==> config.mk <==
export PLATFORM = sky130hd
export DESIGN_NAME = nv_host_seq
export DESIGN_NICKNAME = d
export VERILOG_FILES = /design/src/hdl/nv_host_pkg.sv /design/src/hdl/pin_sync.sv /design/src/hdl/nv_host_seq.sv
export VERILOG_INCLUDE_DIRS = /design/src /design/src/hdl
export SDC_FILE = /design/constraint.sdc
export NUM_CORES = 1
export LEC_CHECK = 0
export BUFFER_PORTS_ARGS = -buffer_cell sky130_fd_sc_hd__buf_2
export CAP_MARGIN = 20
export CELL_PAD_IN_SITES_DETAIL_PLACEMENT = 1
export CELL_PAD_IN_SITES_GLOBAL_PLACEMENT = 2
export CORE_UTILIZATION = 37
export DETAILED_ROUTE_END_ITERATION = 16
export PLACE_DENSITY_LB_ADDON = 0.1
export SYNTH_ARGS = -nofsm -noshare
export SYNTH_HDL_FRONTEND = slang
export SYNTH_SLANG_ARGS = --single-unit
==> constraint.sdc <==
create_clock -name ref_clk_in -period 3.43 [get_ports ref_clk_in]
set_input_delay 0.5145 -clock ref_clk_in [delete_from_list [all_inputs] [get_ports ref_clk_in]]
set_output_delay 0.5145 -clock ref_clk_in [all_outputs]
set_load 0.05 [all_outputs]
==> src/hdl/nv_host_params.svh <==
// constants for the host-side nonvolatile command sequencer
// assumes a 10 MHz controller clock driving an asynchronous memory bus
`ifndef NV_HOST_PARAMS_SVH
`define NV_HOST_PARAMS_SVH

`define CLK_PERIOD_NS 100
// nonvolatile operation times in ns, plain defaults
`define T_STORE_NS 15000000
`define T_RECALL_NS 200
// clocks that chip select stays low per access, longer than the access time
`define ACC_CYC 3
`define SEQ_STEPS 6
`define SEQ_LAST 3'h5
// command sequence addresses, lower 16 lines only
`define SEQ_ADDR_0 16'h4E38
`define SEQ_ADDR_1 16'hB1C7
`define SEQ_ADDR_2 16'h83E0
`define SEQ_ADDR_3 16'h7C1F
`define SEQ_ADDR_4 16'h703F
`define SEQ_ADDR_SAVE 16'h8FC0
`define SEQ_ADDR_RECALL 16'h4C63
`define SEQ_ADDR_PLS_OFF 16'h8B45
`define SEQ_ADDR_PLS_ON 16'h4B46
// top address line held low during sequence reads
`define SEQ_A16 1'b0
// idle levels and cleared values loaded at reset
`define STROBE_OFF 1'b1
`define READY_RST 1'b1
`define ADDR_RST 17'h0_0000
`define DATA_RST 8'h00
`define STEP_FIRST 3'h0
`define TIMER_RST 32'h0000_0000

`endif

==> src/hdl/nv_host_pkg.sv <==
// types for the host-side nonvolatile command sequencer
// used by the sequencer module and its bench
package nv_host_pkg;

  typedef enum logic [2:0] {
    OP_READ = 3'h0,
    OP_WRITE = 3'h1,
    OP_SAVE = 3'h2,
    OP_RECALL = 3'h3,
    OP_POWER_LOSS_SAVE_OFF = 3'h4,
    OP_POWER_LOSS_SAVE_ON = 3'h5
  } op_t;

  typedef enum logic [6:0] {
    ST_IDLE = 7'h01,
    ST_BUSY_WAIT = 7'h02,
    ST_SETUP = 7'h04,
    ST_ACCESS = 7'h08,
    ST_GAP = 7'h10,
    ST_NV_WAIT = 7'h20,
    ST_FINISH = 7'h40
  } seq_state_t;

  typedef struct packed {
    op_t op;
    logic [16:0] addr;
    logic [7:0] data;
  } nv_cmd_t;

  typedef struct packed {
    logic ce_b;
    logic we_b;
    logic oe_b;
    logic [16:0] addr;
    logic [7:0] dq;
    logic dq_drive_b;
  } mem_pins_t;

  typedef struct packed {
    logic valid;
    logic refused;
    logic [7:0] data;
  } nv_rsp_t;

  typedef struct packed {
    seq_state_t st;
    op_t op;
    logic [2:0] step;
    logic [31:0] timer;
    logic [16:0] cmd_addr;
    mem_pins_t pins;
    logic ready;
    nv_rsp_t rsp;
  } host_state_t;

endpackage : nv_host_pkg

==> src/hdl/pin_sync.sv <==
// two-flop synchroniser, one stage pair per bit
// assumes inputs are asynchronous pins; reset value is a constant parameter
`timescale 1ns/100ps
module pin_sync #(
  parameter int W = 1,
  parameter logic [W-1:0] RESET_VAL = '0
) (
  input wire logic ref_clk_in,
  input wire logic rst_b_in,
  input wire logic [W-1:0] async_in,
  output logic [W-1:0] sync_out
);
  logic [W-1:0] meta_ff;
  logic [W-1:0] sync_ff;

  for (genvar i = 0; i < W; i++) begin : g_bit
    always_ff @(posedge ref_clk_in or negedge rst_b_in) begin
      if (!rst_b_in) begin
        meta_ff[i] <= RESET_VAL[i];
        sync_ff[i] <= RESET_VAL[i];
      end else begin
        meta_ff[i] <= async_in[i];
        sync_ff[i] <= meta_ff[i];
      end
    end
  end

  assign sync_out = sync_ff;
endmodule : pin_sync

==> src/hdl/nv_host_seq.sv <==
// host controller that drives an asynchronous nonvolatile SRAM: plain reads and
// writes plus six-read command sequences for save, recall and power-loss save control
// assumes the memory pins and the supply-low flag are asynchronous to ref_clk_in
`timescale 1ns/100ps
`include "nv_host_params.svh"

module nv_host_seq
  import nv_host_pkg::*;
#(
  parameter int unsigned STORE_CYC = (`T_STORE_NS + `CLK_PERIOD_NS - 1) / `CLK_PERIOD_NS,
  parameter int unsigned RECALL_CYC = (`T_RECALL_NS + `CLK_PERIOD_NS - 1) / `CLK_PERIOD_NS
) (
  input wire logic ref_clk_in,
  input wire logic rst_b_in,
  input wire logic cmd_valid_in,
  input nv_host_pkg::nv_cmd_t cmd_in,
  output logic cmd_ready_out,
  output nv_host_pkg::nv_rsp_t rsp_out,
  output nv_host_pkg::mem_pins_t pins_out,
  input wire logic [7:0] dq_in,
  input wire logic store_busy_line_b_in,
  input wire logic supply_low_in
);
  import nv_host_pkg::*;

  host_state_t cur_ff;
  host_state_t nxt_cur;
  logic [7:0] dq_sync;
  logic busy_b_sync;
  logic supply_low_sync;

  // strobes released, host free to take a command
  localparam mem_pins_t PINS_IDLE = '{
    ce_b: `STROBE_OFF,
    we_b: `STROBE_OFF,
    oe_b: `STROBE_OFF,
    addr: `ADDR_RST,
    dq: `DATA_RST,
    dq_drive_b: `STROBE_OFF
  };
  localparam host_state_t STATE_RST = '{
    st: ST_IDLE,
    op: OP_READ,
    step: `STEP_FIRST,
    timer: `TIMER_RST,
    cmd_addr: `ADDR_RST,
    pins: PINS_IDLE,
    ready: `READY_RST,
    rsp: '0
  };

  // busy line idles high and supply reads low until the first samples arrive
  pin_sync #(.W(10), .RESET_VAL(10'h100)) u_sync (
    .ref_clk_in(ref_clk_in),
    .rst_b_in(rst_b_in),
    .async_in({supply_low_in, store_busy_line_b_in, dq_in}),
    .sync_out({supply_low_sync, busy_b_sync, dq_sync})
  );

  function automatic logic [15:0] seq_addr(input logic [2:0] step, input op_t op);
    logic [15:0] a;
    a = `SEQ_ADDR_0;
    unique case (step)
      3'h0: a = `SEQ_ADDR_0;
      3'h1: a = `SEQ_ADDR_1;
      3'h2: a = `SEQ_ADDR_2;
      3'h3: a = `SEQ_ADDR_3;
      3'h4: a = `SEQ_ADDR_4;
      default: begin
        unique case (op)
          OP_RECALL: a = `SEQ_ADDR_RECALL;
          OP_POWER_LOSS_SAVE_OFF: a = `SEQ_ADDR_PLS_OFF;
          OP_POWER_LOSS_SAVE_ON: a = `SEQ_ADDR_PLS_ON;
          default: a = `SEQ_ADDR_SAVE;
        endcase
      end
    endcase
    return a;
  endfunction : seq_addr

  function automatic logic is_plain(input op_t op);
    return (op == OP_READ) || (op == OP_WRITE);
  endfunction : is_plain

  always_comb begin
    nxt_cur = cur_ff;
    nxt_cur.rsp.valid = 1'b0;
    nxt_cur.rsp.refused = 1'b0;
    unique case (cur_ff.st)
      ST_IDLE: begin
        if (cmd_valid_in && cur_ff.ready) begin
          nxt_cur.ready = 1'b0;
          // low supply: the memory would drop writes and saves, so refuse them here
          if (supply_low_sync && (cmd_in.op == OP_WRITE || cmd_in.op == OP_SAVE)) begin
            nxt_cur.rsp.valid = 1'b1;
            nxt_cur.rsp.refused = 1'b1;
            nxt_cur.ready = 1'b1;
          end else begin
            nxt_cur.op = cmd_in.op;
            nxt_cur.cmd_addr = cmd_in.addr;
            nxt_cur.pins.dq = cmd_in.data;
            nxt_cur.step = 3'h0;
            nxt_cur.st = ST_BUSY_WAIT;
          end
        end
      end
      ST_BUSY_WAIT: begin
        // a save in progress keeps the memory disabled
        if (busy_b_sync) begin
          nxt_cur.st = ST_SETUP;
          nxt_cur.pins.addr = is_plain(cur_ff.op) ? cur_ff.cmd_addr
                                                  : {`SEQ_A16, seq_addr(cur_ff.step, cur_ff.op)};
        end
      end
      ST_SETUP: begin
        // address settles one clock before chip select falls
        nxt_cur.pins.ce_b = 1'b0;
        if (cur_ff.op == OP_WRITE) begin
          nxt_cur.pins.we_b = 1'b0;
          nxt_cur.pins.dq_drive_b = 1'b0;
        end else begin
          nxt_cur.pins.we_b = 1'b1;
          nxt_cur.pins.oe_b = 1'b0;
        end
        nxt_cur.timer = 32'(`ACC_CYC - 1);
        nxt_cur.st = ST_ACCESS;
      end
      ST_ACCESS: begin
        if (cur_ff.timer == 32'h0) begin
          nxt_cur.rsp.data = dq_sync;
          // chip select and write rise together so every write starts on a fresh edge
          nxt_cur.pins.ce_b = 1'b1;
          nxt_cur.pins.we_b = 1'b1;
          nxt_cur.pins.oe_b = 1'b1;
          nxt_cur.st = ST_GAP;
        end else begin
          nxt_cur.timer = cur_ff.timer - 32'h1;
        end
      end
      ST_GAP: begin
        // write data outlives the strobes by one clock, a hold margin at the pins
        nxt_cur.pins.dq_drive_b = 1'b1;
        if (is_plain(cur_ff.op)) begin
          nxt_cur.rsp.valid = 1'b1;
          nxt_cur.ready = 1'b1;
          nxt_cur.st = ST_IDLE;
        end else if (cur_ff.step != `SEQ_LAST) begin
          // steps follow back to back with no other access between them
          nxt_cur.step = cur_ff.step + 3'h1;
          nxt_cur.pins.addr = {`SEQ_A16, seq_addr(cur_ff.step + 3'h1, cur_ff.op)};
          nxt_cur.st = ST_SETUP;
        end else begin
          unique case (cur_ff.op)
            OP_RECALL: begin
              nxt_cur.timer = 32'(RECALL_CYC - 1);
              nxt_cur.st = ST_NV_WAIT;
            end
            OP_POWER_LOSS_SAVE_OFF, OP_POWER_LOSS_SAVE_ON: begin
              // new setting only survives power-down once saved
              nxt_cur.op = OP_SAVE;
              nxt_cur.step = 3'h0;
              nxt_cur.st = ST_BUSY_WAIT;
            end
            default: begin
              nxt_cur.timer = 32'(STORE_CYC - 1);
              nxt_cur.st = ST_NV_WAIT;
            end
          endcase
        end
      end
      ST_NV_WAIT: begin
        if (cur_ff.timer == 32'h0) begin
          nxt_cur.st = ST_FINISH;
        end else begin
          nxt_cur.timer = cur_ff.timer - 32'h1;
        end
      end
      ST_FINISH: begin
        // save may outlast its nominal time; trust the busy line
        if (busy_b_sync) begin
          nxt_cur.rsp.valid = 1'b1;
          nxt_cur.ready = 1'b1;
          nxt_cur.st = ST_IDLE;
        end
      end
    endcase
  end

  always_ff @(posedge ref_clk_in or negedge rst_b_in) begin
    if (!rst_b_in) begin
      cur_ff <= STATE_RST;
    end else begin
      cur_ff <= nxt_cur;
    end
  end

  assign cmd_ready_out = cur_ff.ready;
  assign rsp_out = cur_ff.rsp;
  assign pins_out = cur_ff.pins;
endmodule : nv_host_seq

==> metrics.txt, run 1 <==
outcome finished, final reports clean; Mapped Area 6470 um^2; worst path required time 3.73 ns; family with the most delay on the worst path simple AND/OR/NAND/NOR gates; total routed wirelength 17100 um; Wirelength per Cell 18.5 um; # diodes 0; CP max stage cell or3b_2; distinct cell type count after synthesis 74; CTS H-tree depth 4; Placement Setup Slack 0.443 ns; Synth top cells by count dfrtp_1, nor2_1, a21oi_1, buf_4, nand2_1; Synth async-reset ratio 100%; clock-pin slew on the worst setup and hold paths 0.06 ns; Fin Setup TNS 0 ns; largest net degree at the start of global routing 100; Critical Path Max Stage Delay 0.55 ns; GRT Resource Usage Total 20.6%; Levels on crit path 8; maximum capacitance violations 0; Leak 3.40 nW; Die Area 18000 um^2; Layout Skew 0.00996 ns; Post-Synth Simple-Gate Area 20.1%; Max-slew headroom 47.2%; Critical Path End Type flip-flop; chip height 134 um; # DRC 0; hold path startpoint store_busy_line_b_in; GRT overflow 0; Top FF cell, synth dfrtp_1; post-synthesis cell count 651; RSZ-0062 raised after global routing false; Worst Hold Class in2reg; vias in the first global route 5569; crit path kind reg2reg; CP Launch Type flip-flop; initial antenna violation count 0; most common cell in the netlist dfrtp_1; R2R depth 8; fin crit period 2.99 ns; Synth area leader dfrtp_1; area grow syn2layout 15.2%; Max Transition Viols Final 0; layout cells sized above 1 26.3%; Tcrit/Tclk final 87.2%; Core Area 16800 um^2; critical path cell sequence inv_1, ha_1, or3b_2, or4_4, nor4b_2, nor2b_1, buf_4, mux2_1; endpoints failing setup 0; Post-synth EDFFs 0; r2r setup slk 0.44 ns; Synth Area in Compound Gates 15.2%; initial core utilization 38.4%; crit path from cur_ff[57]; post-CTS sizing 0; worst reg2reg endpoint rsp_out[2]; GP Congestion 0.784; Critical Path AT 3.29 ns; Adder-Cell Fraction of Synth Area 0.580%; Post-CTS Hold Fix Bufs 1; 1st-pass router iterations 4; DP HPWL 11300 um; crit path max fanout 10; YS warnings 0; Slew @ Worst Pin 0.782 ns; Final ANT Viol Nets 0; # rows 47; CTS tree done; pwr dens 915 nW/um^2; Hold Vio Cnt, Final 0; mux contribution to synthesized area 7.16%; Buf/Inv on CP 2; PortBufs 80; Critical Path Sink rsp_out[2]; Setup Buffers After CTS 0; setup ws final 0.440 ns; clock root buffer clkbuf_16; largest family of logic cells by synthesized area simple AND/OR/NAND/NOR gates; Synth area leaders dfrtp_1, buf_4, mux2_2; RR Startpoint cur_ff[57]; Longest Clk Path Bufs 2; Ports 81; sequential fraction of the synthesis area 47.4%; routed vias/inst 5.52; clock sink count 122; Synth top area share 44.1%; Avg Cell Area, Syn 9.93 um^2; Post-Syn Nets 695; first-pass GRT wire length 28900 um; DR iter-0 viols 183; clk_lat worst skew 0.42 ns; post-synthesis register bit count 122; Worst VDD drop 503 uV; f_max 334 MHz; CTS Buf Count 17; fin nets 735; routed via count 5098; Die W 134 um; XOR/XNOR Fraction of Synth Area 1.08%
[per-layer routing]
metal  track usage (%)  share of wire (%)  routed length (um)
met4              8.80                2.3                 389
met1              26.1                 46                7890
met5                 0                  0                   0
met2              34.0                 49                8310
met3              4.23                3.0                 519
[power breakdown]
part           internal [mW]  total, mW  switching, mW  leakage, nW
clock                   1.30       2.00          0.702        0.305
sequential              1.75       2.03          0.281         1.56
combinational          0.882       2.79           1.91         1.54
[registers in the layout (all words and copies together), names as in the netlist]
signal and flops:
cmd_ready_out 1, cur_ff 62, pins_out 29, rsp_out 10
u_sync.meta_ff 10, u_sync.sync_out 10
[area by class of cell]
class / instances / area, um^2
clock buffer: 19 / 433
clock inverter: 13 / 216
multi-input combinational: 434 / 2850
inverter: 20 / 75.1
timing repair buffer: 96 / 538
fill: 1980 / 9370
sequential: 122 / 3060
tap: 220 / 275
[through the flow]
step / hold WS [ns] / std cells / utilization [%] / instance area, um^2 / total power [mW]
2_1_floorplan: 0.219 / 651 / - / 6470 / 4.28
3_3_place_gp: 0.334 / 891 / 40.4 / 6790 / 4.75
3_5_place_dp: 0.337 / 891 / 40.4 / 6790 / 4.83
4_1_cts: 0.166 / 924 / 44.3 / 7450 / 6.88
5_1_grt: 0.162 / 924 / 44.3 / 7450 / 7.25
6_report: 0.186 / 924 / 44.3 / 7450 / 6.82
[worst register-to-register path, delay by kind of cell (launching register included)]
kind	cells	cell delay [ns]
AND/OR/NAND/NOR	4	1.62
adder cells (fa/ha/maj)	1	0.23
flip-flops	1	0.37
buffers and inverters	2	0.32
multiplexers	1	0.35
[placed cells by master, fill, tap and decap left out, types with 12 or more instances in the layout]
master	instances
a21oi_1	42
nor2_1	54
clkbuf_16	17
inv_1	19
o21ai_0	28
nand2b_1	15
dfrtp_1	114
nor3_1	20
buf_4	15
mux2_2	26
nand3_1	20
nand2_1	40
o31ai_1	21
buf_2	79
or4_1	12
[logic make-up (layout without fill, tap and decap cells)]
family | after synthesis | in the layout
multiplexers | 42 | 42
AO/OA/AOI/OAI | 151 | 151
flip-flops | 122 | 122
XOR/XNOR | 8 | 8
AND/OR/NAND/NOR | 230 | 230
buffers and inverters | 95 | 148
adder cells (fa/ha/maj) | 3 | 3
[worst min-delay path by stage]
| stage | depth (start not counted) | endpoint | slack (ns) |
|---|---|---|---|
| 6_report | 1 | u_sync.meta_ff[8] | 0.19 |
| 5_1_grt | 1 | u_sync.meta_ff[8] | 0.16 |
| 4_1_cts | 1 | u_sync.meta_ff[8] | 0.17 |
| 3_5_place_dp | 0 | u_sync.sync_out[2] | 0.34 |
| 3_3_place_gp | 0 | u_sync.sync_out[5] | 0.33 |
| 2_1_floorplan | 0 | cur_ff[100] | 0.22 |
Note: power is estimated with default switching activity, not from simulation.
==> inputs of run 2 (changes only) <==
--- a/config.mk
+++ b/config.mk
@@ -15,4 +15,5 @@
 export PLACE_DENSITY_LB_ADDON = 0.1
 export SYNTH_ARGS = -nofsm -noshare
 export SYNTH_HDL_FRONTEND = slang
+export SYNTH_HIERARCHICAL = 1
 export SYNTH_SLANG_ARGS = --single-unit
==> run 2 against run 1 <==
  * Cell count rose by 1.3%
  * First-iteration DRC count rose by 72%
  * Setup slack better by 0.22 ns
  * Register-to-register slack better by 0.22 ns
  * Largest cell class unchanged
==> metrics.txt, run 2 <==
post-CTS sizing 0 (unchanged); Synth async-reset ratio 100% (unchanged); clock-pin slew on the worst setup and hold paths 0.06 ns (about the same); RSZ-0062 raised after global routing false; initial core utilization 37.8% (-0.66 points); RR Startpoint cur_ff[90]; internal power 3.64 mW (-7.4%); DP HPWL 11900 um (+4.8%); Top reg by flops cur_ff; Die Area 18100 um^2 (+0.71%); # diodes 0 (unchanged); Post-synth EDFFs 0 (unchanged); GRT overflow 0 (unchanged); Critical Path Max Stage Delay 0.62 ns (+0.07 ns); fin crit period 2.77 ns (-0.218 ns); Tcrit/Tclk final 80.8% (-6.4 points); Leak 3.36 nW (-1.2%); Reg area 3060 um^2 (unchanged); clock sink count 122 (unchanged); post-synthesis cell count 664 (+2.0%); R2R depth 6 (-2); Wirelength per Cell 18.7 um (+1.2%); Die W 135 um (+0.35%); # fillers 1974 (-0.30%); most frequent CP cell nor4b_1; Setup Buffers After CTS 0 (unchanged); Mapped Area 6510 um^2 (+0.72%); CP Launch Type flip-flop; Clk network pwr share 26.6% (-2.7 points); clock root buffer clkbuf_16; overall power 6.46 mW (-5.2%); fin area 7480 um^2 (+0.37%); Slew @ Worst Pin 0.784 ns (+0.00196 ns); Fin Setup TNS 0 ns (unchanged); commonest cells after routing, fill and taps aside dfrtp_1, buf_2, nor2_1, o21ai_0, a21oi_1; f_max 361 MHz (+7.9%); # DRC 0 (unchanged); first-pass GRT wire length 29300 um (+1.4%); crit path kind reg2reg; Hold Vio Cnt, Final 0 (unchanged); Switching Fraction 43.7% (+1.3 points); layout cells sized above 1 27.0% (+0.73 points); worst reg2reg endpoint cur_ff[70]; clk_lat worst skew 0.41 ns (about the same); placed cell count 904 (+1.5%); pwr dens 864 nW/um^2 (-5.5%); total routed wirelength 17500 um (+2.5%); Critical Path End Type flip-flop; routed via count 5312 (+4.2%); routed vias/inst 5.68 (+2.9%); Longest Clk Path Bufs 2 (unchanged); post-synthesis register bit count 122 (unchanged); maximum capacitance violations 0 (unchanged); CP max stage cell nor4b_1; r2r setup slk 0.66 ns (+0.22 ns); crit path from cur_ff[90]; area of the multi-input gates 2950 um^2 (+3.4%); Critical Path AT 3.10 ns (-0.19 ns); Post-Place Cell Area 6910 um^2 (+1.7%); Top FF cell, synth dfrtp_1; distinct cell type count after synthesis 64 (-14%); Post-CTS Hold Fix Bufs 0 (-1); Core Util, Final 43.4% (-0.91 points); initial antenna violation count 0 (unchanged); Synth area leaders dfrtp_1, mux2_2, buf_4; fin cells 936 (+1.3%); Synth top area share 43.8% (-0.31 points); area grow syn2layout 14.8%; critical path cell sequence nand4b_1, nor4b_1, o21ai_2, buf_4, nor4b_1, mux2i_1; 1st-pass router iterations 4 (unchanged); Max Transition Viols Final 0 (unchanged); chip height 135 um (+0.35%); Critical Path Sink cur_ff[70]; Final ANT Viol Nets 0 (unchanged); endpoints failing setup 0 (unchanged); Worst Hold Class in2async; DR iter-0 viols 315 (+72%); CTS Buf Count 17 (unchanged); Synth area leader dfrtp_1; commonest non-fill, non-tap cell in the layout dfrtp_1; Ports 81 (unchanged); CTS H-tree depth 4 (unchanged); CTS tree done; largest net degree at the start of global routing 123 (+23%); GRT Resource Usage Total 20.5% (-0.11 points); Sw Pwr 2.83 mW (-2.2%); Max-slew headroom 47.6% (+0.41 points); Synth top cells by count dfrtp_1, nor2_1, o21ai_0, a21oi_1, clkbuf_1; Worst VDD drop 392 uV (-22%); GP Congestion 0.845 (+7.8%); number of flip-flops in the largest register 62 (unchanged); fin nets 742 (+0.95%); sequential fraction of the synthesis area 47.0% (-0.34 points); outcome finished, final reports clean; worst path required time 3.75 ns (+0.02 ns); # rows 48 (+2.1%); crit path max fanout 57 (+47); combinational power share 42.2% (+1.3 points); Layout Skew 0.0107 ns (+0.000709 ns); vias in the first global route 5575 (+0.11%); Post-Syn Nets 708 (+1.9%); Core Area 17200 um^2 (+2.5%); PortBufs 80 (unchanged); YS warnings 6 (+6); Flop pwr share 31.2% (+1.5 points); most common cell in the netlist dfrtp_1; Avg Cell Area, Syn 9.81 um^2 (-1.3%)
[run 2: area by class of cell]
class                   count  share of cell area, %
clock inverters            14                   1.89
multi-input cells         446                   39.4
well taps                 225                   3.76
flip-flops and latches    122                   41.0
clock buffers              18                   5.74
repair buffers             99                   7.63
inverters                  12                  0.602
[run 2: how the worst min path moves through the flow]
stage	slack, ns	end
floorplan	0.22	cur_ff[100]
global placement	0.33	u_sync/sync_out[9]
detailed placement	0.34	u_sync/sync_out[2]
CTS	0.18	u_sync/meta_ff[8]
global route	0.18	u_sync/meta_ff[8]
finish	0.14	cur_ff[66]
[run 2: logic make-up after synthesis]
kind of cell,Yosys count,share of synthesized area [%]
adders and majority gates,3,0.576
xor gates and xnor gates,5,0.672
buffers and inverters,96,7.99
muxes,42,7.09
and+or+nand+nor,208,18.1
DFF,122,47.0
AOI/OAI and AO/OA,188,18.5
[run 2: worst max-delay path: cells and delay by family, from the launching register on]
| family | cells | cell delay, ns |
|---|---|---|
| buf+inv | 1 | 0.31 |
| compound gates | 1 | 0.08 |
| mux | 1 | 0.25 |
| flops | 1 | 0.59 |
| simple gates | 3 | 1.44 |
[run 2: power by group through the flow]
stage / clock network (mW) / logic, mW / registers (mW)
6_report: 1.72 / 2.73 / 2.02
5_1_grt: 1.82 / 3.02 / 2.07
4_1_cts: 1.76 / 2.75 / 2.01
3_5_place_dp: 0 / 2.74 / 2.03
3_3_place_gp: 0 / 2.71 / 2.02
2_1_floorplan: 0 / 2.17 / 1.93
[run 2: routing by layer]
layer	vias to the layer above	track usage [%]	share of wire, %
met2	87	32.6	47
met3	15	3.60	3.0
li1	2499	-	-
met4	0	6.68	1.5
met1	2711	28.1	48
met5	-	0	0
[run 2: per-stage QoR]
step / setup WS, ns / hold WS (ns)
after global placement: 0.808 / 0.333
after detailed placement: 0.702 / 0.336
after floorplan: 0.850 / 0.219
after global routing: 0.427 / 0.182
after CTS: 0.663 / 0.180
final: 0.658 / 0.142
